File: src/dtc_pkg.sv
// constants, register map and types shared by the dual timer/event counter
package dtc_pkg;

  // register addresses on the register port
  localparam logic [7:0] ADDR_INTR_CTRL = 8'h0B;
  localparam logic [7:0] ADDR_SHORT_VALUE = 8'h0D;
  localparam logic [7:0] ADDR_SHORT_CTRL = 8'h0E;
  localparam logic [7:0] ADDR_LONG_HIGH = 8'h0F;
  localparam logic [7:0] ADDR_LONG_LOW = 8'h10;
  localparam logic [7:0] ADDR_LONG_CTRL = 8'h11;

  // control register fields, same layout on both counters except prescaler bits 2:0, short counter only
  localparam int MODE_HI = 7;
  localparam int MODE_LO = 6;
  localparam int EN_BIT = 4;
  localparam int EDGE_BIT = 3;
  localparam int PSC_HI = 2;
  localparam int PSC_LO = 0;

  // interrupt control register fields
  localparam int SHORT_FLAG_BIT = 5;
  localparam int LONG_FLAG_BIT = 6;
  localparam int SHORT_IE_BIT = 2;
  localparam int LONG_IE_BIT = 3;

  // writable bits; all others read as zero
  localparam logic [7:0] SHORT_CTRL_MASK = 8'hDF;
  localparam logic [7:0] LONG_CTRL_MASK = 8'hD8;
  localparam logic [7:0] INTR_CTRL_MASK = 8'h6C;

  // values after reset
  localparam logic [7:0] SHORT_CTRL_RST = 8'h08;
  localparam logic [7:0] LONG_CTRL_RST = 8'h08;
  localparam logic [7:0] INTR_CTRL_RST = 8'h00;
  localparam logic [7:0] SHORT_CNT_RST = 8'h00;
  localparam logic [15:0] LONG_CNT_RST = 16'h0000;

  // mode field encodings
  localparam logic [1:0] MODE_EVENT = 2'h1;
  localparam logic [1:0] MODE_TIMER = 2'h2;
  localparam logic [1:0] MODE_PULSE = 2'h3;

  // terminal counts
  localparam logic [7:0] SHORT_MAX = 8'hFF;
  localparam logic [15:0] LONG_MAX = 16'hFFFF;

  // prescaler: base shift pattern gives divide by 2 at code 000
  localparam logic [7:0] PSC_BASE = 8'hFE;
  // instruction clock is the system clock divided by four
  localparam logic [1:0] INSTR_DIV_LAST = 2'h3;

  typedef enum logic [1:0] {
    DTC_PW_IDLE = 2'b01,
    DTC_PW_MEAS = 2'b10
  } dtc_pw_e;

endpackage

File: src/dtc_pin_if.sv
// synchronised timer pin: level and one-cycle edge pulses
`timescale 1ns/10ps
interface dtc_pin_if;
  logic level;
  logic rise;
  logic fall;
  modport src(output level, output rise, output fall);
  modport dst(input level, input rise, input fall);
endinterface

File: src/dtc_pin_sync.sv
// two-flop synchroniser and edge detector for one timer input pin
`timescale 1ns/10ps
module dtc_pin_sync import dtc_pkg::*; (
  input wire logic i_clk,
  input wire logic i_rst,
  input wire logic i_pin,
  dtc_pin_if.src pin
);

  typedef struct packed {
    logic meta;
    logic sync;
    logic prev;
  } dtc_sync_s;

  dtc_sync_s r;
  dtc_sync_s next_r;

  always_comb begin
    next_r = r;
    next_r.meta = i_pin;
    next_r.sync = r.meta;
    next_r.prev = r.sync;
    if (i_rst) begin
      next_r = '0;
    end
  end

  always_ff @(posedge i_clk) begin
    r <= next_r;
  end

  // edges come only from the second and third stages
  assign pin.level = r.sync;
  assign pin.rise = r.sync & ~r.prev;
  assign pin.fall = ~r.sync & r.prev;

endmodule

File: src/dtc_prescaler.sv
// internal clock prescaler for the short counter and divide-by-four instruction tick
`timescale 1ns/10ps
module dtc_prescaler import dtc_pkg::*; (
  input wire logic i_clk,
  input wire logic i_rst,
  input wire logic [2:0] i_psc,
  output logic o_short_tick,
  output logic o_instr_tick
);

  typedef struct packed {
    logic [7:0] div;
    logic [1:0] instr;
  } dtc_psc_s;

  dtc_psc_s r;
  dtc_psc_s next_r;
  logic [7:0] mask;

  always_comb begin
    next_r = r;
    next_r.div = r.div + 8'h01;
    next_r.instr = r.instr + 2'h1;
    if (i_rst) begin
      next_r = '0;
    end
  end

  always_ff @(posedge i_clk) begin
    r <= next_r;
  end

  // code n gives one tick every 2^(n+1) system clocks
  assign mask = ~(PSC_BASE << i_psc);
  assign o_short_tick = (r.div & mask) == mask;
  assign o_instr_tick = r.instr == INSTR_DIV_LAST;

endmodule

File: src/dtc_top.sv
// dual timer/event counter: 8-bit short counter and 16-bit long counter
//
// Behaviour
// - short counter is 8-bit up-counter, from pin or prescaled clock
// - long counter is 16-bit up-counter, from pin or system clock divided by four
// - short counter drives divider output, frequency input/(2*(256-N))
// - short value write loads preload and counter when off, preload only when on
// - short value read returns live count, blocks that cycle's count
// - mode field bits 7:6: 01 event, 10 timer, 11 pulse width, 00 unused
// - short counts to FFH, reloads from preload and sets flag bit 5
// - long counts to FFFFH, reloads from preload and sets flag bit 6
// - short pulse mode counts from selected edge to return, then clears enable
// - long pulse mode counts instruction clock, clears enable, waits for re-enable
// - overflow during pulse measurement reloads and flags as other modes
// - enable is bit 4; software clears it, pulse mode completion clears it too
// - long enable at bit 4: 0 stops counting, 1 runs it
// - any overflow pulses the wake-up output
// - clear interrupt enable bit keeps overflow from requesting service
// - short prescaler code 000 divides by 2, doubling up to 256 at 111
// - short control bit 3 picks active pin edge; bit 5 reads zero
// - long control bit 3 picks active pin edge; bits 2:0 and 5 read zero
// - long low write goes to buffer; high write loads preload with buffer
// - long high read returns high byte, copies low byte to buffer, blocks count
// - long preload write also loads counter only while counter is disabled
// - long timer mode counts instruction ticks, event mode counts pin edges
//
// The implementer's own choice: the plain strobed port.
`timescale 1ns/10ps
module dtc_top import dtc_pkg::*; (
  input wire logic I_CLK_SYS,
  input wire logic I_RST,
  input wire logic [7:0] I_ADDR,
  input wire logic [7:0] I_WDATA,
  input wire logic I_WR,
  input wire logic I_RD,
  output logic [7:0] O_RDATA,
  input wire logic I_SHORT_COUNTER_PIN,
  input wire logic I_LONG_COUNTER_PIN,
  output logic O_FREQUENCY_DIVIDER_OUTPUT,
  output logic O_WAKEUP,
  output logic O_SHORT_IRQ,
  output logic O_LONG_IRQ
);

  typedef struct packed {
    logic [7:0] short_counter;
    logic [7:0] short_preload;
    logic [7:0] short_counter_control;
    dtc_pw_e short_pw;
    logic [15:0] long_counter;
    logic [15:0] long_preload;
    logic [7:0] long_low_buffer;
    logic [7:0] long_counter_control;
    dtc_pw_e long_pw;
    logic [7:0] interrupt_control_register;
    logic [7:0] rdata;
    logic freq_div;
    logic wakeup;
    logic short_irq;
    logic long_irq;
  } dtc_top_s;

  dtc_top_s r;
  dtc_top_s next_r;

  logic short_tick;
  logic instr_tick;

  dtc_pin_if short_pin ();
  dtc_pin_if long_pin ();

  dtc_pin_sync u_short_sync (
    .i_clk(I_CLK_SYS),
    .i_rst(I_RST),
    .i_pin(I_SHORT_COUNTER_PIN),
    .pin(short_pin)
  );

  dtc_pin_sync u_long_sync (
    .i_clk(I_CLK_SYS),
    .i_rst(I_RST),
    .i_pin(I_LONG_COUNTER_PIN),
    .pin(long_pin)
  );

  // free running; control writes do not restart the divider
  dtc_prescaler u_prescaler (
    .i_clk(I_CLK_SYS),
    .i_rst(I_RST),
    .i_psc(r.short_counter_control[PSC_HI:PSC_LO]),
    .o_short_tick(short_tick),
    .o_instr_tick(instr_tick)
  );

  always_comb begin
    logic wr_short_value;
    logic wr_short_ctrl;
    logic wr_long_high;
    logic wr_long_low;
    logic wr_long_ctrl;
    logic wr_intr;
    logic rd_short_value;
    logic rd_long_high;
    logic s_en;
    logic s_act;
    logic s_ret;
    logic s_inc;
    logic s_ovf;
    logic s_done;
    logic [1:0] s_mode;
    logic l_en;
    logic l_act;
    logic l_ret;
    logic l_inc;
    logic l_ovf;
    logic l_done;
    logic [1:0] l_mode;

    wr_short_value = 1'b0;
    wr_short_ctrl = 1'b0;
    wr_long_high = 1'b0;
    wr_long_low = 1'b0;
    wr_long_ctrl = 1'b0;
    wr_intr = 1'b0;
    rd_short_value = 1'b0;
    rd_long_high = 1'b0;
    s_inc = 1'b0;
    s_done = 1'b0;
    l_inc = 1'b0;
    l_done = 1'b0;
    // every local starts defined so no path keeps a stale value
    s_en = 1'b0;
    s_act = 1'b0;
    s_ret = 1'b0;
    s_ovf = 1'b0;
    s_mode = 2'h0;
    l_en = 1'b0;
    l_act = 1'b0;
    l_ret = 1'b0;
    l_ovf = 1'b0;
    l_mode = 2'h0;

    next_r = r;
    next_r.rdata = 8'h00;
    next_r.wakeup = 1'b0;

    // address decode
    if (I_ADDR == ADDR_SHORT_VALUE) begin
      wr_short_value = I_WR;
      rd_short_value = I_RD;
    end else if (I_ADDR == ADDR_SHORT_CTRL) begin
      wr_short_ctrl = I_WR;
    end else if (I_ADDR == ADDR_LONG_HIGH) begin
      wr_long_high = I_WR;
      rd_long_high = I_RD;
    end else if (I_ADDR == ADDR_LONG_LOW) begin
      wr_long_low = I_WR;
    end else if (I_ADDR == ADDR_LONG_CTRL) begin
      wr_long_ctrl = I_WR;
    end else if (I_ADDR == ADDR_INTR_CTRL) begin
      wr_intr = I_WR;
    end

    // short counter
    s_mode = r.short_counter_control[MODE_HI:MODE_LO];
    s_en = r.short_counter_control[EN_BIT];
    s_act = r.short_counter_control[EDGE_BIT] ? short_pin.fall : short_pin.rise;
    s_ret = r.short_counter_control[EDGE_BIT] ? short_pin.rise : short_pin.fall;

    // mode 00 or a clear enable leaves the count frozen
    case (s_mode)
      MODE_EVENT: s_inc = s_en & s_act;
      MODE_TIMER: s_inc = s_en & short_tick;
      MODE_PULSE: s_inc = s_en & (r.short_pw == DTC_PW_MEAS) & short_tick;
      default: s_inc = 1'b0;
    endcase

    // a read freezes the count for that cycle; the tick is lost, not deferred
    if (rd_short_value) begin
      s_inc = 1'b0;
    end

    // arming needs the enable bit, so a finished result is held
    case (r.short_pw)
      DTC_PW_IDLE: begin
        if (s_mode == MODE_PULSE && s_en && s_act) begin
          next_r.short_pw = DTC_PW_MEAS;
        end
      end
      DTC_PW_MEAS: begin
        if (!s_en || s_mode != MODE_PULSE) begin
          next_r.short_pw = DTC_PW_IDLE;
        end else if (s_ret) begin
          next_r.short_pw = DTC_PW_IDLE;
          s_done = 1'b1;
        end
      end
      default: next_r.short_pw = DTC_PW_IDLE;
    endcase

    s_ovf = s_inc && (r.short_counter == SHORT_MAX);
    if (s_inc) begin
      if (s_ovf) begin
        next_r.short_counter = r.short_preload;
        next_r.freq_div = ~r.freq_div;
      end else begin
        next_r.short_counter = r.short_counter + 8'h01;
      end
    end

    if (s_done) begin
      next_r.short_counter_control[EN_BIT] = 1'b0;
    end
    // a software write in the completion cycle wins over the hardware clear
    if (wr_short_ctrl) begin
      next_r.short_counter_control = I_WDATA & SHORT_CTRL_MASK;
    end
    if (wr_short_value) begin
      next_r.short_preload = I_WDATA;
      if (!s_en) begin
        next_r.short_counter = I_WDATA;
      end
    end

    // long counter
    l_mode = r.long_counter_control[MODE_HI:MODE_LO];
    l_en = r.long_counter_control[EN_BIT];
    l_act = r.long_counter_control[EDGE_BIT] ? long_pin.fall : long_pin.rise;
    l_ret = r.long_counter_control[EDGE_BIT] ? long_pin.rise : long_pin.fall;

    case (l_mode)
      MODE_EVENT: l_inc = l_en & l_act;
      MODE_TIMER: l_inc = l_en & instr_tick;
      MODE_PULSE: l_inc = l_en & (r.long_pw == DTC_PW_MEAS) & instr_tick;
      default: l_inc = 1'b0;
    endcase

    if (rd_long_high) begin
      l_inc = 1'b0;
    end

    // same measurement sequence, timed by instruction ticks
    case (r.long_pw)
      DTC_PW_IDLE: begin
        if (l_mode == MODE_PULSE && l_en && l_act) begin
          next_r.long_pw = DTC_PW_MEAS;
        end
      end
      DTC_PW_MEAS: begin
        if (!l_en || l_mode != MODE_PULSE) begin
          next_r.long_pw = DTC_PW_IDLE;
        end else if (l_ret) begin
          next_r.long_pw = DTC_PW_IDLE;
          l_done = 1'b1;
        end
      end
      default: next_r.long_pw = DTC_PW_IDLE;
    endcase

    l_ovf = l_inc && (r.long_counter == LONG_MAX);
    if (l_inc) begin
      if (l_ovf) begin
        next_r.long_counter = r.long_preload;
      end else begin
        next_r.long_counter = r.long_counter + 16'h0001;
      end
    end

    if (l_done) begin
      next_r.long_counter_control[EN_BIT] = 1'b0;
    end
    if (wr_long_ctrl) begin
      next_r.long_counter_control = I_WDATA & LONG_CTRL_MASK;
    end
    if (wr_long_low) begin
      next_r.long_low_buffer = I_WDATA;
    end
    // high byte write commits the buffered low byte with it
    if (wr_long_high) begin
      next_r.long_preload = {I_WDATA, r.long_low_buffer};
      if (!l_en) begin
        next_r.long_counter = {I_WDATA, r.long_low_buffer};
      end
    end

    // interrupt flags: an overflow in the clearing cycle still sets the flag
    if (wr_intr) begin
      next_r.interrupt_control_register = I_WDATA & INTR_CTRL_MASK;
    end
    if (s_ovf) begin
      next_r.interrupt_control_register[SHORT_FLAG_BIT] = 1'b1;
    end
    if (l_ovf) begin
      next_r.interrupt_control_register[LONG_FLAG_BIT] = 1'b1;
    end
    next_r.short_irq = next_r.interrupt_control_register[SHORT_FLAG_BIT]
      & next_r.interrupt_control_register[SHORT_IE_BIT];
    next_r.long_irq = next_r.interrupt_control_register[LONG_FLAG_BIT]
      & next_r.interrupt_control_register[LONG_IE_BIT];
    next_r.wakeup = s_ovf | l_ovf;

    // read data, valid only in the cycle after the strobe
    if (I_RD) begin
      if (I_ADDR == ADDR_SHORT_VALUE) begin
        next_r.rdata = r.short_counter;
      end else if (I_ADDR == ADDR_SHORT_CTRL) begin
        next_r.rdata = r.short_counter_control & SHORT_CTRL_MASK;
      end else if (I_ADDR == ADDR_LONG_HIGH) begin
        next_r.rdata = r.long_counter[15:8];
        next_r.long_low_buffer = r.long_counter[7:0];
      end else if (I_ADDR == ADDR_LONG_LOW) begin
        next_r.rdata = r.long_low_buffer;
      end else if (I_ADDR == ADDR_LONG_CTRL) begin
        next_r.rdata = r.long_counter_control & LONG_CTRL_MASK;
      end else if (I_ADDR == ADDR_INTR_CTRL) begin
        next_r.rdata = r.interrupt_control_register;
      end else begin
        next_r.rdata = 8'h00;
      end
    end

    // reset last so it overrides every bus and counter update
    if (I_RST) begin
      next_r = '0;
      next_r.short_counter = SHORT_CNT_RST;
      next_r.long_counter = LONG_CNT_RST;
      next_r.short_counter_control = SHORT_CTRL_RST;
      next_r.long_counter_control = LONG_CTRL_RST;
      next_r.interrupt_control_register = INTR_CTRL_RST;
      next_r.short_pw = DTC_PW_IDLE;
      next_r.long_pw = DTC_PW_IDLE;
    end
  end

  always_ff @(posedge I_CLK_SYS) begin
    r <= next_r;
  end

  assign O_RDATA = r.rdata;
  assign O_FREQUENCY_DIVIDER_OUTPUT = r.freq_div;
  assign O_WAKEUP = r.wakeup;
  assign O_SHORT_IRQ = r.short_irq;
  assign O_LONG_IRQ = r.long_irq;

endmodule

File: config.mk
export PLATFORM = sky130hd
export DESIGN_NAME = dtc_top
export DESIGN_NICKNAME = d
export VERILOG_FILES = /design/src/dtc_pkg.sv /design/src/dtc_pin_if.sv /design/src/dtc_pin_sync.sv /design/src/dtc_prescaler.sv /design/src/dtc_top.sv
export SDC_FILE = /design/constraint.sdc
export NUM_CORES = 1
export LEC_CHECK = 0
export BUFFER_PORTS_ARGS = -buffer_cell sky130_fd_sc_hd__buf_4
export CELL_PAD_IN_SITES_DETAIL_PLACEMENT = 0
export CELL_PAD_IN_SITES_GLOBAL_PLACEMENT = 1
export CORE_MARGIN = 2
export CORE_UTILIZATION = 42
export DETAILED_ROUTE_END_ITERATION = 8
export PLACE_DENSITY_LB_ADDON = 0.1
export SYNTH_ARGS = -nofsm -noshare
export SYNTH_HDL_FRONTEND = slang
export SYNTH_SLANG_ARGS = --single-unit
File: constraint.sdc
create_clock -name I_CLK_SYS -period 6.45 [get_ports I_CLK_SYS]
set_clock_uncertainty 0.15 [all_clocks]
set_input_delay 0.3225 -clock I_CLK_SYS [delete_from_list [all_inputs] [get_ports I_CLK_SYS]]
set_output_delay 0.3225 -clock I_CLK_SYS [all_outputs]
set_load 0.03 [all_outputs]
* Yosys cells after proc, flatten, opt, wreduce, memory -nomap -nowiden *
Index checks and enable logic that the tools add are counted.

word-level totals
  bits in read-only memories = 0
  input port bits = 22
  register bits after elaboration = 103
  logic and storage cells = 168
  latch bits = 0
  memories kept = 0
  output and inout bits = 12
  memory bits (writable) = 0

operators by class
  order comparisons = 0
  $add $sub $neg = 4
  div/mod/pow operators = 0
  shifts and indexed selects = 1
  bitwise logic cells = 23
  equality and inequality tests = 26
  multiplexer cells = 73
  reduce and logical (&&, ||, !) cells = 16
  $mul = 0

operators with widths
  cell                                                                   number
  8-bit 2-to-1 mux                                                       13
  16-bit 2-to-1 mux                                                      4
  1-bit 2-to-1 mux                                                       41
  8-bit by 4-bit equality test with 1-bit output, second input constant  4
  32-bit 2-to-1 mux                                                      1
  16-bit by 1-bit adder with 16-bit output, second input constant        1
  8-bit by 1-bit adder with 8-bit output, second input constant          2
  16-bit equality test, second input constant                            1
  8-bit by 5-bit equality test with 1-bit output, second input constant  2
  1-bit AND                                                              14
  2-bit equality test, second input constant                             7
  7-bit 2-to-1 mux                                                       2
  2-bit 2-to-1 mux                                                       6
  5-bit 2-to-1 mux                                                       2
  8-bit AND                                                              1
  2-bit by 1-bit equality test with 1-bit output, second input constant  4
  8-bit equality test                                                    1
  8-bit equality test, second input constant                             1
  2-bit != test, second input constant                                   4
  8-bit inverter                                                         1
  2-bit case mux with 2 select lines                                     2
  8-bit by 3-bit left shift with 8-bit output, first input constant      1
  1-bit logical AND                                                      6
  3-bit by 2-bit != test with 1-bit output, second input constant        2
  other kinds (9)                                                        20

* Longest topological paths before layout *
  depth in word-level cells = 12
  mapped depth = 10
  mapped depth without buffers = 7

* Modules after synthesis *
From an unflattened synthesis, not the netlist that was laid out.

unflattened totals
  cells, all modules = 624
  area total of the unflattened synthesis = 5112.4 um^2

by module, submodules not included
  module         seq. area each (um^2)  cells an instance  area each (um^2)  times used
  dtc_top        1741.7                 563                4505.6            1
  dtc_prescaler  200.2                  45                 424.2             1
  dtc_pin_sync   60.1                   8                  91.3              2

* Least setup slack after synthesis *
Ideal clock, no wire load.

  path kind = reg-to-reg
  from = register r[54] (netlist name)
  to = register r[57] (netlist name)
  setup time = 71 ps
  slack = 4142 ps
  data arrival time = 2088 ps
  path buffers = 1
  clock period less this slack = 2308 ps
  stages on the path, launching flop included = 9
  data required time = 6229 ps
  path through = dfxtp_1 -> ha_1 -> nand3_2 -> or3_1 -> buf_2 -> nor3_4 -> mux2_2 -> a211o_1 -> a21oi_1

between the ends
  cells in the longest elaborated chain, start to end = 6
  elaborated cells on any way between the ends = 7
  those cells by class = add/sub (1); eq/ne (1); mux (4); reduce/logical (1)

RTL lines
  element                                                                                           RTL line        source
  from (decl)                                                                                       dtc_top.sv:63   dtc_top_s r;
  from (signal assigned)                                                                            dtc_top.sv:336  r <= next_r;
  parallel branches: the longest is 2 deep, another holds 16-bit by 1-bit adder with 16-bit output  --
  16-bit 2-to-1 mux (*)                                                                             dtc_top.sv:262  if (l_ovf) begin
  16-bit 2-to-1 mux (*)                                                                             dtc_top.sv:261  if (l_inc) begin
  16-bit 2-to-1 mux                                                                                 dtc_top.sv:281  if (!l_en) begin
  32-bit 2-to-1 mux (*)                                                                             dtc_top.sv:279  if (wr_long_high) begin

Every way passes the cells marked *.
A chain may end at the register's enable or synchronous reset.

* Worst setup path after layout *
Same ends and word-level chain as after synthesis.

==> impl_metrics.ini <==
[run_status]
outcome = completed

[clocking]
clkSinkCount = 103
root_buffer = sky130_fd_sc_hd__clkbuf_16
clk_latency_ns = 0.36
tritoncts = built
post_cts.repair.setup_buffers = 0
cts_repair_resize_count = 0
post_cts_hold_buffer_count = 0
cts.reportedPaths.clkPinSlew_ns = 0.07
cts-root-to-sink-buffers = 2
cts-buffers-inserted = 9
cts.htree.levels = 3

[setup_path]
worstPathRequired_ns = 6.58
worst-path-max-fanout = 12
worstReg2RegEnd = r[57]
worstRegToRegCells = 7
crit_arrival_ns = 2.99
setup.worst_path.start_class = flip-flop
setup.reg_to_reg.worst_slack_ns = 3.59
worst_setup_ep_type = flip-flop
rr_startpoint = r[54]
path_class = reg -> reg

[route]
drtPass1Iterations = 5
wl_um = 15400
drt_drc_violations_left = 0
detailroute.via_count = 4596
dr.first_iter.drc_count = 316
avgRoutedWirePerCell_um = 19.3
via_per_inst = 5.74
drtAntennaViolNets = 0

[hold_path]
min-delay-path-class = in -> reg
hold-path-endpoint = u_short_sync.r[2]
hold_path_depth = 2
worst_hold_startpoint = I_SHORT_COUNTER_PIN

[pwr]
combinationalPowerShare_pct = 4.8
static-leakage-power_nw = 2.12
power_switching_w = 0.000285
power_density_mw_per_mm2 = 215
sw_frac_of_total_pct = 22.7
total_power_consumption_w = 0.00126
worst_ir_drop_vdd_uv = 167
internal_power_w = 0.000971
clock_power_share_pct = 43.8
power.sequential.fraction_pct = 51.3

[synth]
synth_fp_nets = 648
post_synth_instance_area_mm2 = 0.00533
async_set_or_reset_register_ratio_after_synthesis_pct = 0
count_of_flip_flops_with_a_built_in_enable_after_synthesis = 0
synth.yosys.warnings = 0
ys_seq_area_share_pct = 38.7
number_of_different_library_cells_in_the_post_synthesis_netlist = 77
synth.ff_latch_count = 103
syn_inst = 622
postSynth.topFlopCell = sky130_fd_sc_hd__dfxtp_1
post_synth.cell_area_avg_um2 = 8.57

[grt]
grt_antenna_before_repair = 0
grtUsageTotal_pct = 23.9
via_count_of_the_first_global_routing_pass = 4281
grt_max_degree = 96
grt_pass1_wl_um = 24600
global_route.overflow_total = 0

[layout]
area_overhead_of_the_layout_relative_to_synthesis_pct = 9.77
final_net_count = 650
drive_gt1_share_pct = 12.7
antenna_cells_inserted = 0
final_cells = 801
final_common_cell = sky130_fd_sc_hd__dfxtp_1
final_design_area_excluding_fillers_mm2 = 0.00585
most-common-layout-cells = sky130_fd_sc_hd__dfxtp_1, sky130_fd_sc_hd__nor2_1, sky130_fd_sc_hd__nand2_1
fill_cells = 1293

[place]
gpl.final_weighted_congestion = 0.912
dpl.cell_count = 785
placedInstanceArea_mm2 = 0.00556
io_buffers = 33
hpwlAfterDp_um = 10800

[floorplanning]
floorplan.core_area_mm2 = 0.0125
dieHeight_um = 117
initial_core_utilization_pct = 42.6
ios = 34
design.die.area_mm2 = 0.0136
rows = 41
die_x_um = 117

[sta]
maxClockFrequency_mhz = 349
setup_viol = 0
fin_setup_tns_ns = 0
slew_headroom_pct = 31.0
drv_slew = 0
clock_period_minus_worst_slack_ns = 2.86
tightest_slew_ns = 1.03
rsz0062_at_grt = no
minimum_hold_slack_ns = 0.0341
finalHoldViolations = 0
period_share_pct = 44.4

[flow_run]
cap_viol_max_count = 0
## power by group through the flow
stage                logic, W  registers (W)  clock network [W]
floorplan           0.0000325       0.000658                  0
global placement    0.0000607       0.000659                  0
detailed placement  0.0000608       0.000659                  0
CTS                 0.0000611       0.000645           0.000564
global route        0.0000657       0.000645           0.000584
finish              0.0000607       0.000645           0.000551
## worst max-delay path, stage by stage (launching register included)
cell                      delay (ns)
sky130_fd_sc_hd__dfxtp_1        0.43
sky130_fd_sc_hd__ha_1           0.25
sky130_fd_sc_hd__nand3_2        0.15
sky130_fd_sc_hd__or3_1          0.49
sky130_fd_sc_hd__nor3_4         0.52
sky130_fd_sc_hd__mux2_2         0.40
sky130_fd_sc_hd__a211o_1        0.28
sky130_fd_sc_hd__a21oi_1        0.12
## area by class of cell
class                           count  area (um^2)  share of cell area, %
Timing Repair Buffer               34          255                   4.36
Clock buffer                       12          246                   4.21
Multi-Input combinational cell    462         2970                   50.8
Inverter                           14         52.6                  0.898
Clock inverter                      4         45.0                  0.770
Tap cell                          172          215                   3.68
Sequential cell                   103         2060                   35.2
## sequential cells by signal, summed over array words and instances, names as in the netlist
| register | count |
|---|---|
| u_short_sync.r | 2 |
| O_LONG_IRQ | 1 |
| r | 75 |
| O_RDATA | 8 |
| O_FREQUENCY_DIVIDER_OUTPUT | 1 |
| O_WAKEUP | 1 |
| O_SHORT_IRQ | 1 |
| u_short_sync.pin.level | 1 |
| u_prescaler.r | 10 |
| u_long_sync.pin.level | 1 |
| u_long_sync.r | 2 |
## synthesized netlist by cell type, types with 10 or more instances
cell type	instances	area share, %
sky130_fd_sc_hd__dfxtp_1	103	39
sky130_fd_sc_hd__a211oi_1	21	3.0
sky130_fd_sc_hd__mux2i_1	40	7.5
sky130_fd_sc_hd__inv_1	14	0.99
sky130_fd_sc_hd__nand3_1	17	1.6
sky130_fd_sc_hd__a21oi_1	42	3.9
sky130_fd_sc_hd__buf_4	11	1.5
sky130_fd_sc_hd__nand2_1	69	4.9
sky130_fd_sc_hd__clkbuf_1	19	1.3
sky130_fd_sc_hd__o21ai_0	10	0.94
sky130_fd_sc_hd__nor3_1	15	1.4
sky130_fd_sc_hd__nor2b_1	13	1.5
sky130_fd_sc_hd__nor2_1	75	5.3
## how the worst max path moves through the flow
stage	from	endpoint	slack, ns	depth (start not counted)
after floorplan	r[54]	r[57]	4.14	8
after global placement	r[54]	r[57]	3.71	7
after detailed placement	r[54]	r[57]	3.65	7
after CTS	r[54]	r[57]	3.61	7
after global routing	r[54]	r[57]	3.44	7
final	r[54]	r[57]	3.59	7
## metrics by stage
step	setup slack (ns)	util, %
after floorplan	4.14	-
after global placement	3.71	44.4
after global routing	3.44	46.7
final	3.59	46.7
after CTS	3.61	46.7
after detailed placement	3.65	44.4
## metal layers
metal	global-route usage, %	part of all wire [%]	vias to the layer above
met5	0	0	-
met3	4.98	5.5	20
li1	-	-	2241
met2	34.4	43	115
met4	7.84	1.9	0
met1	35.6	50	2220
## kinds of logic (layout without fill, tap and decap cells)
family | after synthesis | after routing | synth area share [%]
and+or+nand+nor | 268 | 268 | 26.9
AOI/OAI and AO/OA | 135 | 135 | 17.8
buffers and inverters | 57 | 64 | 5.52
xor gates and xnor gates | 10 | 10 | 1.64
DFF | 103 | 103 | 38.7
adders and majority gates | 4 | 4 | 0.939
muxes | 45 | 45 | 8.57
Note: power is estimated with default switching activity, not from simulation.
